===== src/rtl/line_cfg_pkg.sv =====
// Constants shared by the mute and line configuration register bank
package line_cfg_pkg;
  localparam int unsigned CLK_HZ = 40_000_000;
  localparam int unsigned ADDR_W = 8;
  localparam int unsigned SAMPLE_W = 8;
  // Register indices; byte address is four times the index
  localparam logic [5:0] PATH_MUTE_IDX = 6'h0F;
  localparam logic [5:0] LINE_BEHAV_IDX = 6'h10;
  localparam logic [5:0] HOOK_STATUS_IDX = 6'h3F;
  localparam logic [7:0] PATH_MUTE_RESET = 8'h00;
  localparam logic [7:0] LINE_BEHAV_RESET = 8'h00;
  // Field positions
  localparam int unsigned OUTGOING_MUTE_BIT = 7;
  localparam int unsigned INCOMING_MUTE_BIT = 3;
  localparam int unsigned HANGUP_SPEED_BIT = 6;
  localparam int unsigned RECURSIVE_FILT_BIT = 4;
  localparam int unsigned RINGER_IMP_BIT = 1;
  localparam int unsigned RING_THRESH_BIT = 0;
  localparam int unsigned STAT_BUSY_BIT = 7;
  localparam int unsigned STAT_RSVD_BIT = 6;
  localparam logic [1:0] QUENCH_FIELD = 2'h3;
  localparam logic [1:0] NO_QUENCH_FIELD = 2'h0;
  // Release times
  localparam int unsigned QUENCH_RELEASE_US = 26_000;
  localparam int unsigned ETSI_RELEASE_US = 3_000;
  localparam int unsigned FAST_RELEASE_US = 500;
  localparam int unsigned QUENCH_RELEASE_CYC =
    QUENCH_RELEASE_US * (CLK_HZ / 1_000_000);
  localparam int unsigned ETSI_RELEASE_CYC =
    ETSI_RELEASE_US * (CLK_HZ / 1_000_000);
  localparam int unsigned FAST_RELEASE_CYC =
    FAST_RELEASE_US * (CLK_HZ / 1_000_000);
  // Silence codes for the two companding laws
  localparam logic [7:0] ULAW_SILENCE = 8'hFF;
  localparam logic [7:0] ALAW_SILENCE = 8'hD5;
  localparam logic [1:0] AXI_OKAY = 2'h0;
  localparam logic [1:0] AXI_SLVERR = 2'h2;
  typedef enum logic [1:0] {
    PROFILE_FAST,
    PROFILE_ETSI,
    PROFILE_QUENCH
  } release_profile_e;
  typedef enum logic [1:0] {
    WINDOW_LOW,
    WINDOW_RESERVED,
    WINDOW_MID,
    WINDOW_HIGH
  } ring_window_e;
endpackage : line_cfg_pkg


===== src/rtl/sample_path_if.sv =====
// Carrier for one voice sample stream between internal modules
`timescale 1ns/1ps
interface sample_path_if #(
  parameter int unsigned W = 8
);
  logic valid;
  logic [W-1:0] data;
  modport source (output valid, output data);
  modport sink (input valid, input data);
endinterface : sample_path_if


===== src/rtl/mute_stage.sv =====
// One voice path stage that swaps samples for silence while muted
`timescale 1ns/1ps
module mute_stage #(
  parameter int unsigned W = 8
) (
  input wire logic core_clk_in,
  input wire logic rstn_in,
  input wire logic mute_in,
  input wire logic [W-1:0] silence_code_in,
  sample_path_if.sink up,
  sample_path_if.source down
);
  logic [W-1:0] next_data;

  // Timing is kept: every valid still yields one sample, only its value changes
  assign next_data = mute_in ? silence_code_in : up.data;

  always_ff @(posedge core_clk_in)
  begin
    if (!rstn_in)
    begin
      down.valid <= 1'b0;
      down.data <= '0;
    end
    else
    begin
      down.valid <= up.valid;
      if (up.valid)
      begin
        down.data <= next_data;
      end
    end
  end
endmodule : mute_stage


===== src/rtl/mute_and_line_config_regs.sv =====
// Mute and line behaviour control registers with AXI4-Lite access
`timescale 1ns/1ps
module mute_and_line_config_regs #(
  parameter int unsigned ADDR_W = line_cfg_pkg::ADDR_W,
  parameter int unsigned QUENCH_CYC = line_cfg_pkg::QUENCH_RELEASE_CYC,
  parameter int unsigned ETSI_CYC = line_cfg_pkg::ETSI_RELEASE_CYC,
  parameter int unsigned FAST_CYC = line_cfg_pkg::FAST_RELEASE_CYC
) (
  input wire logic core_clk_in,
  input wire logic rstn_in,
  input wire logic [ADDR_W-1:0] s_axi_awaddr_in,
  input wire logic s_axi_awvalid_in,
  output logic s_axi_awready_out,
  input wire logic [31:0] s_axi_wdata_in,
  input wire logic [3:0] s_axi_wstrb_in,
  input wire logic s_axi_wvalid_in,
  output logic s_axi_wready_out,
  output logic [1:0] s_axi_bresp_out,
  output logic s_axi_bvalid_out,
  input wire logic s_axi_bready_in,
  input wire logic [ADDR_W-1:0] s_axi_araddr_in,
  input wire logic s_axi_arvalid_in,
  output logic s_axi_arready_out,
  output logic [31:0] s_axi_rdata_out,
  output logic [1:0] s_axi_rresp_out,
  output logic s_axi_rvalid_out,
  input wire logic s_axi_rready_in,
  input wire logic hangup_speed_sel_hi_in,
  input wire logic [1:0] spark_quench_field_in,
  input wire logic offhook_ctl_in,
  input wire logic ring_threshold_sel_hi_in,
  input wire logic alaw_sel_in,
  input wire logic [7:0] tx_sample_in,
  input wire logic tx_sample_valid_in,
  output logic [7:0] tx_sample_out,
  output logic tx_sample_valid_out,
  input wire logic [7:0] rx_sample_in,
  input wire logic rx_sample_valid_in,
  output logic [7:0] rx_sample_out,
  output logic rx_sample_valid_out,
  output logic outgoing_mute_out,
  output logic incoming_mute_out,
  output logic hangup_speed_sel_out,
  output logic recursive_filter_sel_out,
  output logic ringer_impedance_sel_out,
  output logic ring_threshold_sel_out,
  output logic [1:0] release_profile_out,
  output logic hook_release_busy_out,
  output logic hook_release_done_out,
  output logic [1:0] ring_window_out,
  output logic ring_threshold_reserved_out
);
  localparam int unsigned CNT_W = $clog2(QUENCH_CYC + 1) + 1;

  generate
    if (ADDR_W < 8)
    begin : g_bad_addr
      $error("ADDR_W too small for the register map");
    end
    if (QUENCH_CYC < 1 || ETSI_CYC < 1 || FAST_CYC < 1)
    begin : g_bad_cyc
      $error("Release counts must be at least one cycle");
    end
    if (ETSI_CYC > QUENCH_CYC || FAST_CYC > QUENCH_CYC)
    begin : g_bad_order
      $error("Quench release must be the longest count");
    end
  endgenerate

  // Stored register fields
  logic outgoing_mute;
  logic incoming_mute;
  logic hangup_speed_sel;
  logic recursive_filter_sel;
  logic ringer_impedance_sel;
  logic ring_threshold_sel;

  // Write channel state
  logic aw_held;
  logic w_held;
  logic [ADDR_W-1:0] aw_addr;
  logic [31:0] w_data;
  logic [3:0] w_strb;

  // Write decode
  logic aw_take;
  logic w_take;
  logic [ADDR_W-1:0] wr_addr;
  logic [31:0] wr_data;
  logic [3:0] wr_strb;
  logic wr_fire;
  logic [ADDR_W-3:0] wr_idx;
  logic wr_mute_hit;
  logic wr_line_hit;
  logic wr_lane0;

  assign aw_take = s_axi_awvalid_in && s_axi_awready_out;
  assign w_take = s_axi_wvalid_in && s_axi_wready_out;
  assign s_axi_awready_out = !aw_held && !s_axi_bvalid_out;
  assign s_axi_wready_out = !w_held && !s_axi_bvalid_out;
  assign wr_addr = aw_held ? aw_addr : s_axi_awaddr_in;
  assign wr_data = w_held ? w_data : s_axi_wdata_in;
  assign wr_strb = w_held ? w_strb : s_axi_wstrb_in;
  assign wr_fire = (aw_held || aw_take) && (w_held || w_take);
  assign wr_idx = wr_addr[ADDR_W-1:2];
  assign wr_mute_hit = wr_idx == (ADDR_W-2)'(line_cfg_pkg::PATH_MUTE_IDX);
  assign wr_line_hit = wr_idx == (ADDR_W-2)'(line_cfg_pkg::LINE_BEHAV_IDX);
  assign wr_lane0 = wr_fire && wr_strb[0];

  always_ff @(posedge core_clk_in)
  begin
    if (!rstn_in)
    begin
      aw_held <= 1'b0;
      w_held <= 1'b0;
      aw_addr <= '0;
      w_data <= 32'h0000_0000;
      w_strb <= 4'h0;
    end
    else
    begin
      aw_held <= (aw_held || aw_take) && !wr_fire;
      w_held <= (w_held || w_take) && !wr_fire;
      if (aw_take)
      begin
        aw_addr <= s_axi_awaddr_in;
      end
      if (w_take)
      begin
        w_data <= s_axi_wdata_in;
        w_strb <= s_axi_wstrb_in;
      end
    end
  end

  // Write response; the status register is read only and refuses writes
  always_ff @(posedge core_clk_in)
  begin
    if (!rstn_in)
    begin
      s_axi_bvalid_out <= 1'b0;
      s_axi_bresp_out <= line_cfg_pkg::AXI_OKAY;
    end
    else if (wr_fire)
    begin
      s_axi_bvalid_out <= 1'b1;
      s_axi_bresp_out <= (wr_mute_hit || wr_line_hit) ?
        line_cfg_pkg::AXI_OKAY : line_cfg_pkg::AXI_SLVERR;
    end
    else if (s_axi_bready_in)
    begin
      s_axi_bvalid_out <= 1'b0;
    end
  end

  // Register storage; only lane 0 carries the 8-bit fields
  always_ff @(posedge core_clk_in)
  begin
    if (!rstn_in)
    begin
      outgoing_mute <=
        line_cfg_pkg::PATH_MUTE_RESET[line_cfg_pkg::OUTGOING_MUTE_BIT];
      incoming_mute <=
        line_cfg_pkg::PATH_MUTE_RESET[line_cfg_pkg::INCOMING_MUTE_BIT];
      hangup_speed_sel <=
        line_cfg_pkg::LINE_BEHAV_RESET[line_cfg_pkg::HANGUP_SPEED_BIT];
      recursive_filter_sel <=
        line_cfg_pkg::LINE_BEHAV_RESET[line_cfg_pkg::RECURSIVE_FILT_BIT];
      ringer_impedance_sel <=
        line_cfg_pkg::LINE_BEHAV_RESET[line_cfg_pkg::RINGER_IMP_BIT];
      ring_threshold_sel <=
        line_cfg_pkg::LINE_BEHAV_RESET[line_cfg_pkg::RING_THRESH_BIT];
    end
    else if (wr_lane0 && wr_mute_hit)
    begin
      outgoing_mute <= wr_data[line_cfg_pkg::OUTGOING_MUTE_BIT];
      incoming_mute <= wr_data[line_cfg_pkg::INCOMING_MUTE_BIT];
    end
    else if (wr_lane0 && wr_line_hit)
    begin
      // Bits 7 and 5 are dropped here, so no value of theirs matters
      hangup_speed_sel <= wr_data[line_cfg_pkg::HANGUP_SPEED_BIT];
      recursive_filter_sel <= wr_data[line_cfg_pkg::RECURSIVE_FILT_BIT];
      ringer_impedance_sel <= wr_data[line_cfg_pkg::RINGER_IMP_BIT];
      ring_threshold_sel <= wr_data[line_cfg_pkg::RING_THRESH_BIT];
    end
  end

  // Release profile selection
  line_cfg_pkg::release_profile_e profile;
  logic quench_pick;
  logic etsi_pick;

  assign quench_pick = hangup_speed_sel &&
    spark_quench_field_in == line_cfg_pkg::QUENCH_FIELD;
  assign etsi_pick = !hangup_speed_sel && hangup_speed_sel_hi_in &&
    spark_quench_field_in == line_cfg_pkg::NO_QUENCH_FIELD;
  assign profile = quench_pick ? line_cfg_pkg::PROFILE_QUENCH :
    etsi_pick ? line_cfg_pkg::PROFILE_ETSI :
    line_cfg_pkg::PROFILE_FAST;

  // Release timer starts on the falling edge of the off-hook control
  logic offhook_prev;
  logic release_start;
  logic [CNT_W-1:0] release_cnt;
  logic [CNT_W-1:0] release_load;
  logic [CNT_W-1:0] next_release_cnt;

  assign release_start = offhook_prev && !offhook_ctl_in;

  always_comb
  begin
    case (profile)
      line_cfg_pkg::PROFILE_QUENCH: release_load = CNT_W'(QUENCH_CYC);
      line_cfg_pkg::PROFILE_ETSI: release_load = CNT_W'(ETSI_CYC);
      line_cfg_pkg::PROFILE_FAST: release_load = CNT_W'(FAST_CYC);
      default: release_load = CNT_W'(FAST_CYC);
    endcase
  end

  // Going off-hook again abandons a release in progress
  assign next_release_cnt = offhook_ctl_in ? '0 :
    release_start ? release_load :
    (release_cnt != '0) ? release_cnt - CNT_W'(1) : '0;

  always_ff @(posedge core_clk_in)
  begin
    if (!rstn_in)
    begin
      offhook_prev <= 1'b0;
      release_cnt <= '0;
      hook_release_done_out <= 1'b0;
    end
    else
    begin
      offhook_prev <= offhook_ctl_in;
      release_cnt <= next_release_cnt;
      hook_release_done_out <= !offhook_ctl_in &&
        release_cnt == CNT_W'(1);
    end
  end

  assign hook_release_busy_out = release_cnt != '0;
  assign release_profile_out = profile;

  // Ring detection window
  assign ring_window_out = {ring_threshold_sel, ring_threshold_sel_hi_in};
  // The reserved combination is flagged but still passed on unchanged
  assign ring_threshold_reserved_out =
    !ring_threshold_sel && ring_threshold_sel_hi_in;

  // Control outputs
  assign outgoing_mute_out = outgoing_mute;
  assign incoming_mute_out = incoming_mute;
  assign hangup_speed_sel_out = hangup_speed_sel;
  assign recursive_filter_sel_out = recursive_filter_sel;
  assign ringer_impedance_sel_out = ringer_impedance_sel;
  assign ring_threshold_sel_out = ring_threshold_sel;

  // Read path
  logic ar_take;
  logic [ADDR_W-3:0] rd_idx;
  logic rd_mute_hit;
  logic rd_line_hit;
  logic rd_stat_hit;
  logic [7:0] mute_view;
  logic [7:0] line_view;
  logic [7:0] stat_view;
  logic [7:0] rd_byte;

  assign ar_take = s_axi_arvalid_in && s_axi_arready_out;
  assign s_axi_arready_out = !s_axi_rvalid_out;
  assign rd_idx = s_axi_araddr_in[ADDR_W-1:2];
  assign rd_mute_hit = rd_idx == (ADDR_W-2)'(line_cfg_pkg::PATH_MUTE_IDX);
  assign rd_line_hit = rd_idx == (ADDR_W-2)'(line_cfg_pkg::LINE_BEHAV_IDX);
  assign rd_stat_hit = rd_idx == (ADDR_W-2)'(line_cfg_pkg::HOOK_STATUS_IDX);
  assign mute_view = {outgoing_mute, 3'h0, incoming_mute, 3'h0};
  assign line_view = {1'b0, hangup_speed_sel, 1'b0, recursive_filter_sel,
    2'h0, ringer_impedance_sel, ring_threshold_sel};
  assign stat_view = {hook_release_busy_out, ring_threshold_reserved_out,
    2'h0, ring_window_out, release_profile_out};
  assign rd_byte = rd_mute_hit ? mute_view :
    rd_line_hit ? line_view :
    rd_stat_hit ? stat_view : 8'h00;

  always_ff @(posedge core_clk_in)
  begin
    if (!rstn_in)
    begin
      s_axi_rvalid_out <= 1'b0;
      s_axi_rdata_out <= 32'h0000_0000;
      s_axi_rresp_out <= line_cfg_pkg::AXI_OKAY;
    end
    else if (ar_take)
    begin
      s_axi_rvalid_out <= 1'b1;
      s_axi_rdata_out <= {24'h00_0000, rd_byte};
      s_axi_rresp_out <= (rd_mute_hit || rd_line_hit || rd_stat_hit) ?
        line_cfg_pkg::AXI_OKAY : line_cfg_pkg::AXI_SLVERR;
    end
    else if (s_axi_rready_in)
    begin
      s_axi_rvalid_out <= 1'b0;
    end
  end

  // Voice paths
  logic [7:0] silence_code;
  sample_path_if #(.W(line_cfg_pkg::SAMPLE_W)) tx_up ();
  sample_path_if #(.W(line_cfg_pkg::SAMPLE_W)) tx_down ();
  sample_path_if #(.W(line_cfg_pkg::SAMPLE_W)) rx_up ();
  sample_path_if #(.W(line_cfg_pkg::SAMPLE_W)) rx_down ();

  assign silence_code = alaw_sel_in ? line_cfg_pkg::ALAW_SILENCE :
    line_cfg_pkg::ULAW_SILENCE;
  assign tx_up.valid = tx_sample_valid_in;
  assign tx_up.data = tx_sample_in;
  assign rx_up.valid = rx_sample_valid_in;
  assign rx_up.data = rx_sample_in;

  mute_stage #(.W(line_cfg_pkg::SAMPLE_W)) u_tx_mute (
    .core_clk_in(core_clk_in),
    .rstn_in(rstn_in),
    .mute_in(outgoing_mute),
    .silence_code_in(silence_code),
    .up(tx_up),
    .down(tx_down)
  );

  mute_stage #(.W(line_cfg_pkg::SAMPLE_W)) u_rx_mute (
    .core_clk_in(core_clk_in),
    .rstn_in(rstn_in),
    .mute_in(incoming_mute),
    .silence_code_in(silence_code),
    .up(rx_up),
    .down(rx_down)
  );

  assign tx_sample_out = tx_down.data;
  assign tx_sample_valid_out = tx_down.valid;
  assign rx_sample_out = rx_down.data;
  assign rx_sample_valid_out = rx_down.valid;
endmodule : mute_and_line_config_regs


===== config.mk =====
export PLATFORM = sky130hd
export DESIGN_NAME = mute_and_line_config_regs
export DESIGN_NICKNAME = d
export VERILOG_FILES = /design/src/rtl/line_cfg_pkg.sv /design/src/rtl/sample_path_if.sv /design/src/rtl/mute_stage.sv /design/src/rtl/mute_and_line_config_regs.sv
export SDC_FILE = /design/constraint.sdc
export NUM_CORES = 1
export LEC_CHECK = 0
export BUFFER_PORTS_ARGS = -buffer_cell sky130_fd_sc_hd__clkbuf_2
export CAP_MARGIN = 20
export CORE_ASPECT_RATIO = 1.75
export CORE_MARGIN = 1.5
export CORE_UTILIZATION = 48
export DETAILED_ROUTE_END_ITERATION = 6
export PLACE_DENSITY = 0.91
export SLEW_MARGIN = 20
export SYNTH_ARGS = -nofsm -noshare
export SYNTH_HDL_FRONTEND = slang
export SYNTH_SLANG_ARGS = --single-unit

===== constraint.sdc =====
create_clock -name core_clk_in -period 2.5 [get_ports core_clk_in]
set_input_delay 0.5 -clock core_clk_in [delete_from_list [all_inputs] [get_ports core_clk_in]]
set_output_delay 0.5 -clock core_clk_in [all_outputs]
set_load 0.05 [all_outputs]

==> impl_results.md <==
* H-tree depth at 3
* Clock root buffer: clkbuf_16
* Max cap viols at 0
* Sink Count at 73
* Synthesis-to-layout area growth at 24.39%
* Status: finished with violations
* DRT Pass-1 Iters at 4
* Clk pin slew, worst setup/hold paths at roughly 0.06 ns
* Cells after synthesis at ~400
* Largest area contributor in the netlist: dfxtp_1
* Worst Hold End: u_tx_mute.down.data[6]
* Largest net degree at the start of global routing at 35
* Core Box Area at ~7200 µm²
* Failing checks: setup timing
* Final hold slack at around 0.42 ns
* CTS buffer count at 9
* Fin crit share at 1.054
* Diode count at 0
* GPL Wtd Cong at approximately 0.91
* Initial core utilization at 0.4943
* CTS tree: yes
* Post-synth top flop: dfxtp_1
* DIE HEIGHT at around 120 µm
* Area of the multi-input gates at 1867 µm²
* GRT overflow at 0
* Wirelength per Cell at 14.72 µm
* Crit-path max cell delay at ~0.55 ns
* RR Startpoint: release_cnt[16]
* Overall Power at slightly above 5000 µW
* Critical Path End Type: output pin
* Fraction of registers with async set/reset at 0
* Overall routed net length at about 8700 µm
* FF+latch area at between 1000 and 1500 µm²
* Final Max Tran Viols at 0
* IO buf count at 94
* Max-Slew Margin vs Limit at 0.5803
* # IOs at between 150 and 200
* Initial antenna violation count at 0
* Skew-Pair Late Insertion Delay at 0.34 ns
* Top post-synthesis cells by area: dfxtp_1 41%, buf_4 6.3%, mux2i_1 5.6%, o21ai_0 4.2%, a21oi_1 3.9%
* Syn Std Cell Area at about 3500 µm²
* Final cell utilization of the core at 0.6148
* Mean post-synth cell area at roughly 8.8 µm²
* Critical path arrival at roughly 2.1 ns
* Row cnt at 41
* Vias at approximately 3300
* Critical Setup Path Class: reg2out
* CP required at approximately 2 ns
* Critical Path Source: release_cnt[16]
* Gr usage total at 0.2265
* Worst-case clock buffer depth at 2
* Slew @ Worst Pin at roughly 0.63 ns
* Final worst slack at -0.1357 ns
* Fillers at 590
* CP max stage cell: or4b_4
* Pleak at about 0.0020 µW
* First-pass GRT wire length at 13410 µm
* Detailed placement HPWL at 6380 µm
* Power per cell area at 1163 nW/µm²
* Min-Delay Path Depth at 3
* Fmax at roughly 380 MHz
* DR iter-0 viols at between 150 and 200
* Die Width at 68.01 µm
* Vias per cell at 5.541
* Unrepaired setup endpoints after global routing: yes
* Layout cells sized above 1 at 0.2959
* Final setup vio count at 1
* Hold_sp: tx_sample_in[6]
* Startpoint Class: flip-flop
* Critical R2R Capture: release_cnt[18]
* Post-DRT Antenna Nets at 0
* R2r setup slk at 0.18 ns
* Post-route DRC at 0
* Synth Warn # at 0
* Vias in the first global route at ~3000
* Worst min path class: in2reg
* Die area at a little under 8000 µm²
* Post-synth EDFFs at 0
* Sequential area share after synthesis at 0.4117
* Top cell type's share of synthesized area at 0.4117
* Final net count at slightly below 600
* Final Hold Viols at 0
* Setup Skew at 0.006577 ns
* CP Cell Sequence: or4_4, or4b_4, or2_4, buf_8
* Setup slack at placement at between 0.1 and 0.15 ns
* Peak VDD IR at a little over 0.7 mV
* Synth unique cells at 55
* Tmin final at between 2 and 3 ns
* Yosys reg bits at 73
* Worst-path maximum fanout at 2
* R2R depth at 5
registers in the layout, summed over array words and instances, names as in the netlist, 6 cells and up:
name / count
w_data: 6
u_rx_mute.down.data: 8
s_axi_rdata_out: 7
u_tx_mute.down.data: 8
release_cnt: 21
aw_addr: 6
through the flow:
stage / instance area [µm²] / setup TNS [ns] / instances
after floorplan: 3654 / 0 / 428
after global placement: 4028 / 0 / 573
after detailed placement: 4028 / 0 / 573
after CTS: 4412 / -0.1866 / 593
after global routing: 4415 / -0.1648 / 593
final: 4415 / -0.1357 / 593
cell usage in the layout, fill, tap and decap left out, drive strengths merged, types with 3 or more instances in the layout:
master,count
or4,4
clkbuf,105
nor2,33
xnor2,3
o21ai,30
nor2b,18
mux2,8
a32oi,3
mux2i,20
o31a,3
nand2,27
a22oi,6
inv,7
and2,4
nand3,7
buf,18
nor3,10
nor3b,3
nand2b,3
a21boi,5
and3,3
nor4,6
or4b,3
or3,3
o31ai,3
nand3b,3
a21oi,28
dfxtp,73
nand4,4
conb,27
xor2,6
synthesized netlist by cell type, types with 3 or more instances:
cell      number
dfxtp_1       73
nor2_1        33
buf_4         30
o21ai_0       30
a21oi_1       28
nand2_1       27
mux2i_1       20
nor2b_1       18
clkbuf_1      15
nor3_1        10
mux2_2         8
inv_1          7
nand3_1        7
nor4_1         6
xor2_1         6
a21boi_0       5
a22oi_1        5
and2_1         4
nand4_1        4
a32oi_1        3
and3_1         3
nand2b_1       3
nand3b_1       3
o31a_1         3
o31ai_1        3
or3_1          3
xnor2_1        3
power breakdown:
| part | leakage, µW | switching (µW) | internal [µW] |
|---|---|---|---|
| sequential | 0.000601 | 171 | 1340 |
| clock | 0.000169 | 485 | 955 |
| combinational | 0.00125 | 1270 | 922 |
| total | 0.00202 | 1920 | 3210 |
per-layer routing:
layer	wire length (µm)	track usage	vias up
met5	0	0	-
met4	359	0.1280	0
met3	596	0.06647	38
met2	4499	0.3832	165
met1	3274	0.2450	1502
li1	-	-	1581
logic make-up (layout without fill, tap and decap cells):
| logic type | Yosys count | count (layout) | synth area share |
|---|---|---|---|
| and+or+nand+nor | 138 | 138 | 0.2101 |
| AOI/OAI and AO/OA | 96 | 96 | 0.1738 |
| DFF | 73 | 73 | 0.4117 |
| buffers and inverters | 55 | 134 | 0.09235 |
| muxes | 28 | 28 | 0.08178 |
| xor gates and xnor gates | 9 | 9 | 0.02221 |
| adders and majority gates | 2 | 2 | 0.007049 |
| other | 1 | 27 | 0.001056 |
how the worst max path moves through the flow:
| stage | end | depth (start not counted) | slack, ns |
|---|---|---|---|
| after global placement | hook_release_busy_out | 4 | 0.14 |
| final | hook_release_busy_out | 4 | -0.14 |
| after CTS | hook_release_busy_out | 4 | -0.19 |
| after detailed placement | hook_release_busy_out | 4 | 0.12 |
| after floorplan | release_cnt[16] | 4 | 0.09 |
| after global routing | hook_release_busy_out | 4 | -0.16 |
layout make-up:
type	instances	area share
Tap cell	86	0.02437
Timing Repair Buffer	111	0.1377
Clock inverter	4	0.01672
Clock buffer	12	0.06036
Multi-Input combinational cell	300	0.4228
Sequential cell	73	0.3321
Inverter	7	0.005951
what timing repair did:
action | 4_1_cts | 5_1_grt
pin swaps | 3 | 2
gates resized for setup | 6 | 2
endpoints found under the setup margin | 1 | 1
hold buffers | 0 | 0
setup buffers | 4 | 0
gates cloned | 0 | 0
critical path, delay by kind of cell (launching register included):
family / cells / cell delay [ns]
buf+inv: 1 / 0.15
flops: 1 / 0.31
simple gates: 3 / 1.34
(Power assumes the default switching activity.)
